### config.mk
export PLATFORM = sky130hd
export DESIGN_NAME = t1f_top
export DESIGN_NICKNAME = d
export VERILOG_FILES = /design/src/core/t1f_pkg.sv /design/src/core/t1f_fifo.sv /design/src/core/t1f_lof.sv /design/src/core/t1f_top.sv
export SDC_FILE = /design/constraint.sdc
export NUM_CORES = 1
export LEC_CHECK = 0
export BUFFER_PORTS_ARGS = -buffer_cell sky130_fd_sc_hd__buf_2
export CAP_MARGIN = 40
export CELL_PAD_IN_SITES_DETAIL_PLACEMENT = 1
export CELL_PAD_IN_SITES_GLOBAL_PLACEMENT = 2
export CORE_MARGIN = 1
export CORE_UTILIZATION = 41
export DETAILED_ROUTE_END_ITERATION = 16
export PLACE_DENSITY_LB_ADDON = 0.05
export SETUP_SLACK_MARGIN = 0.2
export SLEW_MARGIN = 10
export SYNTH_ARGS = -nofsm -noshare
export SYNTH_HDL_FRONTEND = slang
export SYNTH_SLANG_ARGS = --single-unit
### constraint.sdc
create_clock -name clock -period 7.72 [get_ports clock]
set_clock_uncertainty 0.05 [all_clocks]
set_input_delay 0.772 -clock clock [delete_from_list [all_inputs] [get_ports clock]]
set_output_delay 0.772 -clock clock [all_outputs]
set_load 0.02 [all_outputs]
### src/core/t1f_pkg.sv
// Shared constants and types for the T1 data link and frame sync block
`default_nettype none
package t1f_pkg;
	// Register indexes; byte address is four times the index
	localparam int ADDR_W = 12;
	localparam logic [11:0] TX_SEL_IDX = 12'h10A;
	localparam logic [11:0] RX_SYNC_IDX = 12'h10B;
	localparam logic [11:0] STATUS_IDX = 12'h110;
	// Field positions
	localparam int SRC_LSB = 0;
	localparam int BW_LSB = 4;
	localparam int REFRAME_BIT = 7;
	localparam int CRC_BIT = 6;
	localparam int TOL_LSB = 3;
	localparam int RANGE_LSB = 0;
	localparam int ST_LSB = 2;
	// Reset values
	localparam logic [7:0] TX_SEL_RST = 8'h00;
	localparam logic [7:0] RX_SYNC_RST = 8'h43;
	// Data path sizes and counts
	localparam int FIFO_DEPTH = 8;
	localparam int MSG_W = 8;
	localparam logic [2:0] BYTE_LAST = 3'h7;
	localparam logic IDLE_BIT = 1'b1;
	typedef enum logic [1:0] {
		SRC_MSG = 2'h0,
		SRC_SER = 2'h1,
		SRC_OH = 2'h2,
		SRC_ONES = 2'h3
	} t1f_dl_src_t;
	typedef enum logic [1:0] {
		BW_EVERY = 2'h0,
		BW_ODD = 2'h1,
		BW_EVEN = 2'h2,
		BW_RSVD = 2'h3
	} t1f_bw_t;
	typedef enum logic [1:0] {
		MSG_CTL1 = 2'h0,
		MSG_CTL2 = 2'h1,
		MSG_CTL3 = 2'h2,
		MSG_SLB = 2'h3
	} t1f_msg_id_t;
	typedef enum logic [1:0] {ST_SEARCH, ST_CRC, ST_IN} t1f_sync_t;
	typedef struct packed {
		t1f_msg_id_t id;
		logic [MSG_W-1:0] data;
	} t1f_msg_t;
	typedef struct packed {
		logic dl_slot;
		logic frame_odd;
	} t1f_tx_slot_t;
	typedef struct packed {
		logic fbit_strobe;
		logic fbit_error;
		logic pattern_found;
		logic crc_strobe;
		logic crc_ok;
	} t1f_rx_stat_t;
	function automatic logic [11:0] byte_addr(input logic [11:0] idx);
		return {idx[9:0], 2'b00};
	endfunction
endpackage
`default_nettype wire

### src/core/t1f_fifo.sv
// Small FIFO carrying link message bytes toward the serializer
`default_nettype none
module t1f_fifo #(
	parameter int WIDTH = 8,
	parameter int DEPTH = 8
) (
	input wire logic clock, // System clock
	input wire logic resetn, // Async reset, active low
	input wire logic ce, // Clock enable
	input wire logic [WIDTH-1:0] in_data, // Write data
	input wire logic in_valid, // Write request
	output logic in_ready, // Room available
	output logic [WIDTH-1:0] out_data, // Head word
	output logic out_valid, // Head word present
	input wire logic out_ready // Pop request
);
	localparam int AW = $clog2(DEPTH);
	if (DEPTH < 2 || (DEPTH & (DEPTH - 1)) != 0) begin : g_chk
		$error("DEPTH must be a power of two of at least 2");
	end
	logic [WIDTH-1:0] mem [DEPTH];
	logic [AW-1:0] wr_ptr;
	logic [AW-1:0] rd_ptr;
	logic [AW:0] count;
	wire logic push = in_valid & in_ready;
	wire logic pop = out_valid & out_ready;
	wire logic [AW:0] next_count = count + (AW+1)'(push) - (AW+1)'(pop);
	assign out_valid = count != '0;
	assign out_data = mem[rd_ptr];
	// Pointers, fill level and registered ready
	always_ff @(posedge clock or negedge resetn) begin
		if (!resetn) begin
			wr_ptr <= '0;
			rd_ptr <= '0;
			count <= '0;
			in_ready <= 1'b0;
		end else if (ce) begin
			wr_ptr <= wr_ptr + AW'(push);
			rd_ptr <= rd_ptr + AW'(pop);
			count <= next_count;
			in_ready <= next_count != (AW+1)'(DEPTH);
		end
	end
	// Storage array, no reset needed
	always_ff @(posedge clock) begin
		if (ce && push) begin
			mem[wr_ptr] <= in_data;
		end
	end
endmodule // t1f_fifo
`default_nettype wire

### src/core/t1f_lof.sv
// Loss-of-frame monitor counting framing bit errors per block
`default_nettype none
module t1f_lof (
	input wire logic clock, // System clock
	input wire logic resetn, // Async reset, active low
	input wire logic ce, // Clock enable
	input wire logic clear, // Restart counting, framer not aligned
	input wire logic strobe, // A framing bit was checked
	input wire logic error, // That framing bit was wrong
	input wire logic [2:0] tolerance, // Errors that declare the defect
	input wire logic [2:0] window, // Framing bits per block
	output logic lof_event // One-cycle defect pulse
);
	logic [2:0] bit_cnt;
	logic [2:0] err_cnt;
	// Zero settings are blocked and never declare the defect
	wire logic blocked = (tolerance == 3'h0) | (window == 3'h0);
	wire logic [2:0] errs = err_cnt + {2'b00, error};
	wire logic hit = strobe & ~clear & ~blocked & (errs >= tolerance);
	wire logic last = bit_cnt == window - 3'h1;
	// Block counters restart at each block boundary
	always_ff @(posedge clock or negedge resetn) begin
		if (!resetn) begin
			bit_cnt <= 3'h0;
			err_cnt <= 3'h0;
			lof_event <= 1'b0;
		end else if (ce) begin
			lof_event <= hit;
			if (clear || hit || (strobe && last)) begin
				bit_cnt <= 3'h0;
				err_cnt <= 3'h0;
			end else if (strobe) begin
				bit_cnt <= bit_cnt + 3'h1;
				err_cnt <= errs;
			end
		end
	end
endmodule // t1f_lof
`default_nettype wire

### src/core/t1f_top.sv
// T1 transmit data link source select and receive frame sync control
//
// Contract
// - Source 00 sends bits from message controller one or loop buffer.
// - Only message controller one or the loop buffer may feed data link bit positions.
// - Source 01 sends data link bits from the serial data pin.
// - Source 10 sends data link bits from the overhead pin.
// - Source 11 forces every data link bit to one.
// - A 0-to-1 force-reframe write restarts the synchronization search.
// - Force-reframe clears itself once frame alignment is reached again.
// - CRC-check set means ESF needs good CRC before in-frame.
// - Tolerance-many framing errors within range bits declare loss of frame.
// - Zero tolerance is blocked internally; software programs a nonzero one.
// - Zero range is blocked internally; software programs a nonzero one.
// - Reset: range 011, tolerance 000, CRC-check 1, source 00.
// - Bandwidth select only applies in ESF; other formats use every slot.
`default_nettype none
module t1f_top #(
	parameter int DEPTH = t1f_pkg::FIFO_DEPTH
) (
	input wire logic clock, // 125 MHz system clock
	input wire logic resetn, // Async reset, active low
	input wire logic ce, // Clock enable, freezes all state
	input wire logic [11:0] avs_address, // Avalon byte address
	input wire logic avs_read, // Avalon read
	input wire logic avs_write, // Avalon write
	input wire logic [31:0] avs_writedata, // Avalon write data
	input wire logic [3:0] avs_byteenable, // Avalon byte enables
	output logic [31:0] avs_readdata, // Avalon read data
	output logic avs_waitrequest, // Avalon wait
	input wire t1f_pkg::t1f_msg_t msg_in, // Message byte and origin
	input wire logic msg_valid, // Message byte offered
	output logic msg_ready, // Message byte taken
	input wire t1f_pkg::t1f_tx_slot_t tx_slot, // Outbound slot marks
	input wire logic esf_mode, // Framing format is ESF
	input wire logic tx_serial_data_in, // Serial data pin
	input wire logic tx_overhead_in, // Overhead pin
	output logic tx_dl_bit, // Data link bit to insert
	output logic tx_dl_insert, // Insert tx_dl_bit now
	input wire t1f_pkg::t1f_rx_stat_t rx_stat, // Receive framer events
	output logic rx_restart, // Restart search pulse
	output logic in_frame, // Framer aligned
	output logic lof // Loss-of-frame defect
);
	// Registers and state
	logic [7:0] tx_sel;
	logic [7:0] rx_sync;
	logic reframe_q;
	logic ser_m;
	logic ser_s;
	logic oh_m;
	logic oh_s;
	logic [7:0] shreg;
	logic [2:0] bits_left;
	t1f_pkg::t1f_sync_t state;
	t1f_pkg::t1f_sync_t next_state;
	logic next_dl_bit;
	logic [31:0] rd_data;
	logic lof_event;
	logic fifo_valid;
	logic [7:0] fifo_data;

	// Bus access decode
	wire logic req = avs_read | avs_write;
	wire logic take = req & ~avs_waitrequest;
	wire logic lane0 = avs_byteenable[0];
	wire logic hit_tx = avs_address == t1f_pkg::byte_addr(t1f_pkg::TX_SEL_IDX);
	wire logic hit_rx = avs_address == t1f_pkg::byte_addr(t1f_pkg::RX_SYNC_IDX);
	wire logic hit_st = avs_address == t1f_pkg::byte_addr(t1f_pkg::STATUS_IDX);
	wire logic wr_tx = take & avs_write & lane0 & hit_tx;
	wire logic wr_rx = take & avs_write & lane0 & hit_rx;

	// Register fields
	wire t1f_pkg::t1f_dl_src_t tx_src =
		t1f_pkg::t1f_dl_src_t'(tx_sel[t1f_pkg::SRC_LSB +: 2]);
	wire t1f_pkg::t1f_bw_t tx_bw =
		t1f_pkg::t1f_bw_t'(tx_sel[t1f_pkg::BW_LSB +: 2]);
	wire logic reframe = rx_sync[t1f_pkg::REFRAME_BIT];
	wire logic crc_en = rx_sync[t1f_pkg::CRC_BIT];
	wire logic [2:0] tol = rx_sync[t1f_pkg::TOL_LSB +: 3];
	wire logic [2:0] rng = rx_sync[t1f_pkg::RANGE_LSB +: 3];

	// Read data selection, unmapped addresses read zero
	always_comb begin
		rd_data = 32'h0000_0000;
		if (hit_tx) begin
			rd_data[7:0] = tx_sel;
		end else if (hit_rx) begin
			rd_data[7:0] = rx_sync;
		end else if (hit_st) begin
			rd_data[0] = in_frame;
			rd_data[1] = lof;
			rd_data[t1f_pkg::ST_LSB +: 2] = 2'(state);
		end
	end

	// Avalon slave: one wait cycle, then the access completes
	always_ff @(posedge clock or negedge resetn) begin
		if (!resetn) begin
			avs_waitrequest <= 1'b1;
			avs_readdata <= 32'h0000_0000;
		end else if (ce) begin
			avs_waitrequest <= ~(req & avs_waitrequest);
			if (avs_read && avs_waitrequest) begin
				avs_readdata <= rd_data;
			end
		end
	end

	// Pin synchronisers for the serial and overhead inputs
	always_ff @(posedge clock or negedge resetn) begin
		if (!resetn) begin
			ser_m <= 1'b0;
			ser_s <= 1'b0;
			oh_m <= 1'b0;
			oh_s <= 1'b0;
		end else if (ce) begin
			ser_m <= tx_serial_data_in;
			ser_s <= ser_m;
			oh_m <= tx_overhead_in;
			oh_s <= oh_m;
		end
	end

	// Data link slot use; bandwidth select counts in ESF only
	wire logic bw_ok = (tx_bw == t1f_pkg::BW_EVERY) |
		(tx_bw == t1f_pkg::BW_RSVD) |
		((tx_bw == t1f_pkg::BW_ODD) & tx_slot.frame_odd) |
		((tx_bw == t1f_pkg::BW_EVEN) & ~tx_slot.frame_odd);
	wire logic slot_use = tx_slot.dl_slot & (~esf_mode | bw_ok);

	// Only controller one or the loop buffer may enter the link path
	wire logic msg_link = (msg_in.id == t1f_pkg::MSG_CTL1) |
		(msg_in.id == t1f_pkg::MSG_SLB);
	wire logic fifo_in_valid = msg_valid & msg_link;
	wire logic use_msg = slot_use & (tx_src == t1f_pkg::SRC_MSG);
	wire logic load = use_msg & (bits_left == 3'h0) & fifo_valid;

	t1f_fifo #(
		.WIDTH(t1f_pkg::MSG_W),
		.DEPTH(DEPTH)
	) u_fifo (
		.clock(clock),
		.resetn(resetn),
		.ce(ce),
		.in_data(msg_in.data),
		.in_valid(fifo_in_valid),
		.in_ready(msg_ready),
		.out_data(fifo_data),
		.out_valid(fifo_valid),
		.out_ready(load)
	);

	// Bit chosen for the current data link slot
	always_comb begin
		next_dl_bit = t1f_pkg::IDLE_BIT;
		unique case (tx_src)
			t1f_pkg::SRC_MSG: begin
				if (load) begin
					next_dl_bit = fifo_data[7];
				end else if (bits_left != 3'h0) begin
					next_dl_bit = shreg[7];
				end
			end
			t1f_pkg::SRC_SER: next_dl_bit = ser_s;
			t1f_pkg::SRC_OH: next_dl_bit = oh_s;
			t1f_pkg::SRC_ONES: next_dl_bit = 1'b1;
		endcase
	end

	// Outbound bit register and message byte serializer, MSB first
	always_ff @(posedge clock or negedge resetn) begin
		if (!resetn) begin
			tx_dl_bit <= t1f_pkg::IDLE_BIT;
			tx_dl_insert <= 1'b0;
			shreg <= 8'h00;
			bits_left <= 3'h0;
		end else if (ce) begin
			tx_dl_insert <= slot_use;
			if (slot_use) begin
				tx_dl_bit <= next_dl_bit;
			end
			if (load) begin
				shreg <= {fifo_data[6:0], 1'b0};
				bits_left <= t1f_pkg::BYTE_LAST;
			end else if (use_msg && bits_left != 3'h0) begin
				shreg <= {shreg[6:0], 1'b0};
				bits_left <= bits_left - 3'h1;
			end
		end
	end

	// Framer synchronisation control
	wire logic reframe_rise = reframe & ~reframe_q;
	wire logic crc_gate = esf_mode & crc_en;
	wire logic reach_in = (state != t1f_pkg::ST_IN) &
		(next_state == t1f_pkg::ST_IN);

	always_comb begin
		next_state = state;
		if (reframe_rise || lof_event) begin
			next_state = t1f_pkg::ST_SEARCH;
		end else begin
			unique case (state)
				t1f_pkg::ST_SEARCH: begin
					if (rx_stat.pattern_found) begin
						next_state = crc_gate ? t1f_pkg::ST_CRC :
							t1f_pkg::ST_IN;
					end
				end
				t1f_pkg::ST_CRC: begin
					if (rx_stat.crc_strobe) begin
						next_state = rx_stat.crc_ok ? t1f_pkg::ST_IN :
							t1f_pkg::ST_SEARCH;
					end
				end
				t1f_pkg::ST_IN: next_state = t1f_pkg::ST_IN;
				default: next_state = t1f_pkg::ST_SEARCH;
			endcase
		end
	end

	// Control registers; a software write wins over the self-clear
	always_ff @(posedge clock or negedge resetn) begin
		if (!resetn) begin
			tx_sel <= t1f_pkg::TX_SEL_RST;
			rx_sync <= t1f_pkg::RX_SYNC_RST;
		end else if (ce) begin
			if (wr_tx) begin
				tx_sel <= avs_writedata[7:0];
			end
			if (wr_rx) begin
				rx_sync <= avs_writedata[7:0];
			end else if (reach_in) begin
				rx_sync[t1f_pkg::REFRAME_BIT] <= 1'b0;
			end
		end
	end

	// Sync state, restart pulse and status flags
	always_ff @(posedge clock or negedge resetn) begin
		if (!resetn) begin
			state <= t1f_pkg::ST_SEARCH;
			reframe_q <= 1'b0;
			rx_restart <= 1'b0;
			in_frame <= 1'b0;
			lof <= 1'b0;
		end else if (ce) begin
			state <= next_state;
			reframe_q <= reframe;
			rx_restart <= reframe_rise | lof_event;
			in_frame <= next_state == t1f_pkg::ST_IN;
			if (lof_event) begin
				lof <= 1'b1;
			end else if (reach_in) begin
				lof <= 1'b0;
			end
		end
	end

	// Error monitor runs only while aligned
	t1f_lof u_lof (
		.clock(clock),
		.resetn(resetn),
		.ce(ce),
		.clear(state != t1f_pkg::ST_IN),
		.strobe(rx_stat.fbit_strobe),
		.error(rx_stat.fbit_error),
		.tolerance(tol),
		.window(rng),
		.lof_event(lof_event)
	);
endmodule // t1f_top
`default_nettype wire

==> results of run 1 <==
==> power groups by stage <==
| stage | Combinational (W) | Clock, W | Sequential (W) |
|---|---|---|---|
| after global placement | 0.000380 | 0 | 0.000905 |
| after global routing | 0.000500 | 0.000808 | 0.000879 |
| after floorplan | 0.000326 | 0 | 0.000859 |
| after detailed placement | 0.000449 | 0 | 0.000883 |
| final | 0.000441 | 0.000765 | 0.000867 |
| after CTS | 0.000452 | 0.000781 | 0.000870 |
==> synth_stat cells (all sizes together), types with 5 or more instances <==
| cell | instances | area (um^2) |
|---|---|---|
| nor2 | 25 | 110 |
| nor3 | 15 | 75.1 |
| dfstp | 5 | 131 |
| o31ai | 10 | 75.1 |
| a21oi | 23 | 115 |
| dfrtp | 60 | 1500 |
| o21ai | 26 | 130 |
| ha | 21 | 263 |
| nand2 | 16 | 60.1 |
| xnor2 | 6 | 52.6 |
| mux2 | 26 | 293 |
| buf | 29 | 203 |
| clkbuf | 14 | 52.6 |
| o21a | 5 | 37.5 |
| edfxtp | 64 | 1920 |
| mux4 | 16 | 360 |
| inv | 25 | 93.8 |
==> final cells by class <==
type	count	area, um^2	area share
inverter	25	93.8	0.0131
sequential	129	3550	0.497
timing repair buffer	74	448	0.0626
multi-input combinational	281	2260	0.316
tap	184	230	0.0322
clock inverter	15	143	0.0199
clock buffer	17	425	0.0595
==> through the flow <==
step | area (um^2) | hold slack (ns) | worst slack (ns) | util
after floorplan | 6150 | 0.399 | 4.58 | -
after global placement | 6460 | 0.416 | 3.68 | 0.446
after detailed placement | 6580 | 0.422 | 4.25 | 0.454
after CTS | 7150 | 0.274 | 4.23 | 0.494
after global routing | 7160 | 0.295 | 4.02 | 0.494
final | 7160 | 0.275 | 4.25 | 0.494
==> critical path, stage by stage (launching register included) <==
cell,delay [ns]
dfrtp_1,0.36
inv_1,0.09
ha_1,0.18
nor3b_1,0.63
nand3b_1,0.39
nor2_1,0.18
ha_1,0.30
inv_1,0.06
ha_1,0.16
inv_1,0.05
fa_1,0.37
xor2_1,0.21
nand4b_1,0.13
o22a_1,0.20
==> layer usage <==
layer	part of all wire	wire length (um)
met2	0.46	6260
met1	0.49	6610
met5	0	0
met4	0.012	164
met3	0.037	506
==> kinds of logic after synthesis <==
group,after synthesis,synth area share
other cells,1,0.000618
flops,129,0.586
mux,45,0.113
simple gates,93,0.0878
compound gates,88,0.0936
fa+ha+maj,22,0.0466
buf+inv,68,0.0575
xor+xnor,9,0.0155
==> flip-flops by register name, summed over array words and instances (netlist names), 2 cells and up <==
name	count
bits_left	3
shreg	7
rx_sync	8
u_fifo.wr_ptr	3
u_fifo.rd_ptr	3
u_fifo.count	4
tx_sel	8
u_lof.bit_cnt	3
u_fifo.mem	64
state	2
u_lof.err_cnt	3
avs_readdata	8
==> worst min path at each step <==
stage / slack, ns / endpoint / start
floorplan: 0.40 / tx_sel[7] / tx_sel[7]
global placement: 0.42 / tx_sel[7] / tx_sel[7]
detailed placement: 0.42 / avs_readdata[0] / avs_readdata[0]
CTS: 0.27 / avs_readdata[7] / resetn
global route: 0.29 / avs_readdata[6] / resetn
finish: 0.27 / ser_m / resetn
==> results.json, run 1 <==
{
  "status": "complete, no violations",
  "p_int_w": 0.00145,
  "grt_util_met2": 0.293,
  "synthToLayoutAreaGrowth_pct": 17.9,
  "critical_path_class": "reg2reg",
  "drt-vias-per-instance": 5.27,
  "switching_share": 0.301,
  "mostFrequentLayoutCells": "edfxtp_1, buf_2, dfrtp_1",
  "synth_ff_type": "edfxtp_1",
  "r2r_slack_ns": 4.25,
  "clock_path_buffers": 2,
  "crit_required_ns": 7.98,
  "switchingPower_w": 0.000624,
  "gr-max-usage-layer": "met2",
  "place.gp.congestion": 0.741,
  "postCtsSetupBuffers": 0,
  "grt_use_met1": 0.272,
  "fin_crit_sh": 0.450,
  "ys_warn_count": 0,
  "start_kind": "flop",
  "placed_cells": 692,
  "fp.dieH_um": 124,
  "wl_per_cell_um": 18.7,
  "drc_errors": 0,
  "grtUsageTotal": 0.193,
  "vias": 3820,
  "power_density_nw_per_um2": 290,
  "met3_usage": 0.0476,
  "drv_slew": 0,
  "cts_buffers": 17,
  "final_cells": 725,
  "ir_worst_vdd_v": 0.000163,
  "maxSlewHeadroom": 0.435,
  "synthArstFlopShare": 0.504,
  "synth_edf_count": 64,
  "cts-resized-gates": 0,
  "cts_hold_buf": 0,
  "antenna_found_initial": 0,
  "num_antenna_cells": 0,
  "endpoint": "u_fifo.in_ready",
  "yosysUniqueCellTypes": 59,
  "grt_max_degree": 47,
  "fp.dieW_um": 124,
  "cap_violations": 0,
  "cts_sinks": 129,
  "reg2reg_from": "u_fifo.count[2]",
  "die-area_um2": 15300,
  "start_util": 0.419,
  "min-delay-path-class": "in2async",
  "max_freq_ghz": 0.288,
  "synth_cells": 455,
  "p_total_w": 0.00207,
  "synth_seq_cells": 129,
  "final_common_cell": "edfxtp_1",
  "hpwl_um": 9670,
  "layout-drive-gt1-share": 0.294,
  "endpoint_kind": "flop",
  "ant_nets": 0,
  "clk_latency_ns": 0.42,
  "pwr-share-clk": 0.369,
  "seq_power_share": 0.418,
  "setup.worst_path.start": "u_fifo.count[2]",
  "layout_min_cycle_time_ns": 3.47,
  "drt-total-wl_um": 13500,
  "cts_tree": "built",
  "worstMarginPinSlew_ns": 0.844,
  "grt_first_pass_wirelength_um": 21400,
  "fp-row-count": 44,
  "rsz0062_at_grt": "no",
  "root_buffer": "clkbuf_16",
  "gr-total-overflow": 0,
  "crit_fanout": 9,
  "core-area_um2": 14500,
  "drt_pass1_iterations": 4,
  "h-tree-depth": 4,
  "fin_nets": 624,
  "yosysSeqAreaShare": 0.586,
  "ios": 113,
  "drt_iter0_markers": 164,
  "reg2reg_to": "u_fifo.in_ready",
  "clk_pin_slew_ns": 0.06,
  "comb_power_share": 0.213,
  "worstPathArrival_ns": 3.73,
  "leakagePower_nw": 3.00,
  "hold_viol": 0,
  "synth_area_um2": 6070,
  "final.setup.tns_ns": 0,
  "ff2ff_path_depth": 13,
  "syn_avg_cell_area_um2": 13.3,
  "port_buffers": 61,
  "setup_viol": 0,
  "grt_pass1_vias": 3947,
  "fillers": 1492
}
No activity file was read; power rests on OpenSTA's default activity.
==> run 2: changes to the inputs <==
- ABC_AREA: unset -> 1
- CORE_UTILIZATION: 41 -> 31
- clock period: 7.72 -> 3.1 ns (I/O delays scaled with it)
==> run 2 against run 1 <==
Compared with the run above: sequential share of layout area fell by 2.0 points; die area is 35% higher; sequential power increased by 140%; final cell count grew 42%; synthesized area up 2.7%; utilization decreased by 11 points; global-route usage is 2.6 points lower; synthesized cell count rose by 47%; largest power group unchanged; non-clock buffer count is 7 higher; first-iteration DRC count grew 9.8%; critical endpoint unchanged; routed wire length rose by 18%; setup slack worse by 3.8 ns.
==> results.json, run 2 <==
{
  "status": "complete, no violations",
  "fin_crit_sh": 0.847,
  "yosys.area.top_type": "edfxtp_1",
  "port_buffers": 61,
  "synthToLayoutAreaGrowth_pct": 19.6,
  "fp.dieH_um": 144,
  "leakagePower_nw": 3.45,
  "drt_pass1_iterations": 4,
  "hold_viol": 0,
  "yosysSeqAreaShare": 0.570,
  "min_from": "tx_overhead_in",
  "cts_tree": "built",
  "postCtsSetupBuffers": 0,
  "final_core_util": 0.380,
  "wl_per_cell_um": 15.6,
  "cp_slowest_stage_delay_ns": 0.38,
  "clk_pin_slew_ns": 0.06,
  "rsz0062_at_grt": "no",
  "synth_edf_count": 64,
  "final_common_cell": "nand2_1",
  "min-delay-path-class": "in2reg",
  "synth_ff_type": "edfxtp_1",
  "fp-row-count": 51,
  "synthArstFlopShare": 0.504,
  "h-tree-depth": 4,
  "cts_buffers": 17,
  "regMostFlops": "u_fifo.mem",
  "start_util": 0.318,
  "layout_min_cycle_time_ns": 2.63,
  "ant_nets": 0,
  "drt_iter0_markers": 180,
  "final.setup.tns_ns": 0,
  "die-area_um2": 20700,
  "synth_area_um2": 6230,
  "drv_slew": 0,
  "cp_slowest_cell": "fa_1",
  "synth_cells": 670,
  "gr-total-overflow": 0,
  "fillers": 2311,
  "crit_required_ns": 3.38,
  "worstPathArrival_ns": 2.91,
  "syn_avg_cell_area_um2": 9.30,
  "r2r_slack_ns": 0.47,
  "fp.dieW_um": 144,
  "max_freq_ghz": 0.381,
  "ys_warn_count": 0,
  "clock_path_buffers": 2,
  "reg2reg_from": "bits_left[0]",
  "drc_errors": 0,
  "yosysUniqueCellTypes": 37,
  "hold_slack_ns": 0.0455,
  "ios": 113,
  "core-area_um2": 19600,
  "path_cells": "inv_1, ha_1, ha_1, nand3_4, nor2_4, ha_1, inv_1, ha_1, inv_1, fa_1, xnor2_1, nor2_1, a31oi_1",
  "grt_first_pass_wirelength_um": 25400,
  "antenna_found_initial": 0,
  "drt-vias-per-instance": 4.51,
  "critical_path_class": "reg2reg",
  "endpoint_kind": "flop",
  "grtUsageTotal": 0.167,
  "fin_nets": 846,
  "synthTopCellsByArea": "edfxtp_1, dfrtp_1, nand2_1",
  "maxSlewHeadroom": 0.589,
  "synthTopCellsByCount": "nand2_1, nand3_1, edfxtp_1",
  "start_kind": "flop",
  "num_antenna_cells": 0,
  "drt-total-wl_um": 16000,
  "layout-drive-gt1-share": 0.165,
  "ir_worst_vdd_v": 0.000415,
  "worstMarginPinSlew_ns": 0.613,
  "synth.most_common_cell": "nand2_1",
  "hpwl_um": 11600,
  "grt_pass1_vias": 4652,
  "vias": 4637,
  "largest_reg_flops": 64,
  "mostFrequentLayoutCells": "nand2_1, nand3_1, edfxtp_1",
  "cap_violations": 0,
  "root_buffer": "clkbuf_16",
  "clk_latency_ns": 0.42,
  "setup.worst_path.start": "bits_left[0]",
  "crit_fanout": 8,
  "synth_top_area_share": 0.308,
  "power_density_nw_per_um2": 729,
  "setup_viol": 0,
  "cp_common_cell": "ha_1",
  "grt_max_degree": 44,
  "cts_sinks": 129,
  "synth_seq_cells": 129,
  "place.gp.congestion": 0.760
}
==> run 2: changes by cell type after synthesis, moves of 8 or more <==
cell     previous run  this run
mux4_2             16         0
inv_1              25        55
o21ai_1             0        15
a21oi_1            23         9
nand3_1             2        85
o31ai_1            10         0
mux2_2             25         0
nor3_1             15         4
nand2_1            16       211
o21ai_0            26        18
nor2_1             24        34
==> run 2: through the flow <==
stage	power [W]	worst slack (ns)	area [um^2]	cells
floorplan	0.00307	0.497	6320	693
global placement	0.00344	0.441	6820	994
detailed placement	0.00350	0.373	6850	995
CTS	0.00551	0.358	7440	1028
global route	0.00580	0.253	7450	1028
finish	0.00543	0.473	7450	1028
==> run 2: what timing repair did <==
item / in CTS / in global routing
endpoints found under the setup margin: 0 / 2
gates resized for setup: 0 / 2
hold buffers: 1 / 0
endpoints found under the hold margin: 20 / 0
==> run 2: final timing paths <==
kind | end | cells after the start
max | u_fifo.in_ready | 13
min | oh_m | 3
max reg2reg | u_fifo.in_ready | 13
min reg2reg | avs_readdata[4] | 2
max in group asynchronous | rx_sync[0] | 4
min in group asynchronous | avs_readdata[0] | 3
==> run 2: area by class of cell <==
type,count,area (um^2),area share
Clock inverter,13,150,0.0202
Sequential cell,129,3550,0.477
Timing Repair Buffer,81,478,0.0641
Clock buffer,19,433,0.0581
Inverter,59,221,0.0297
Tap cell,265,332,0.0445
Multi-Input combinational cell,462,2280,0.306
==> run 2: per-layer routing <==
| layer | vias up | wire, um | global-route usage |
|---|---|---|---|
| li1 | 2330 | - | - |
| met1 | 2225 | 8150 | 0.237 |
| met2 | 68 | 7250 | 0.251 |
| met3 | 14 | 448 | 0.0370 |
| met4 | 0 | 183 | 0.0532 |
| met5 | - | 0 | 0 |
==> run 2: power by group <==
part           switching, W  internal (W)  leakage (nW)
Clock              0.000786       0.00120         0.282
Combinational      0.000858      0.000472          1.75
Sequential         0.000124       0.00199          1.42
==> run 2: worst max-delay path: cells and delay by family, from the launching register on <==
| kind | cells | cell delay [ns] |
|---|---|---|
| flops | 1 | 0.36 |
| fa+ha+maj | 5 | 1.17 |
| simple gates | 3 | 0.39 |
| buf+inv | 3 | 0.19 |
| xor+xnor | 1 | 0.21 |
| compound gates | 1 | 0.17 |
==> run 2: cells by family after synthesis <==
group | after synthesis | share of synthesized area
buf+inv | 102 | 0.0791
flops | 129 | 0.570
simple gates | 355 | 0.246
fa+ha+maj | 22 | 0.0454
other cells | 1 | 0.000602
compound gates | 53 | 0.0476
xor+xnor | 8 | 0.0112
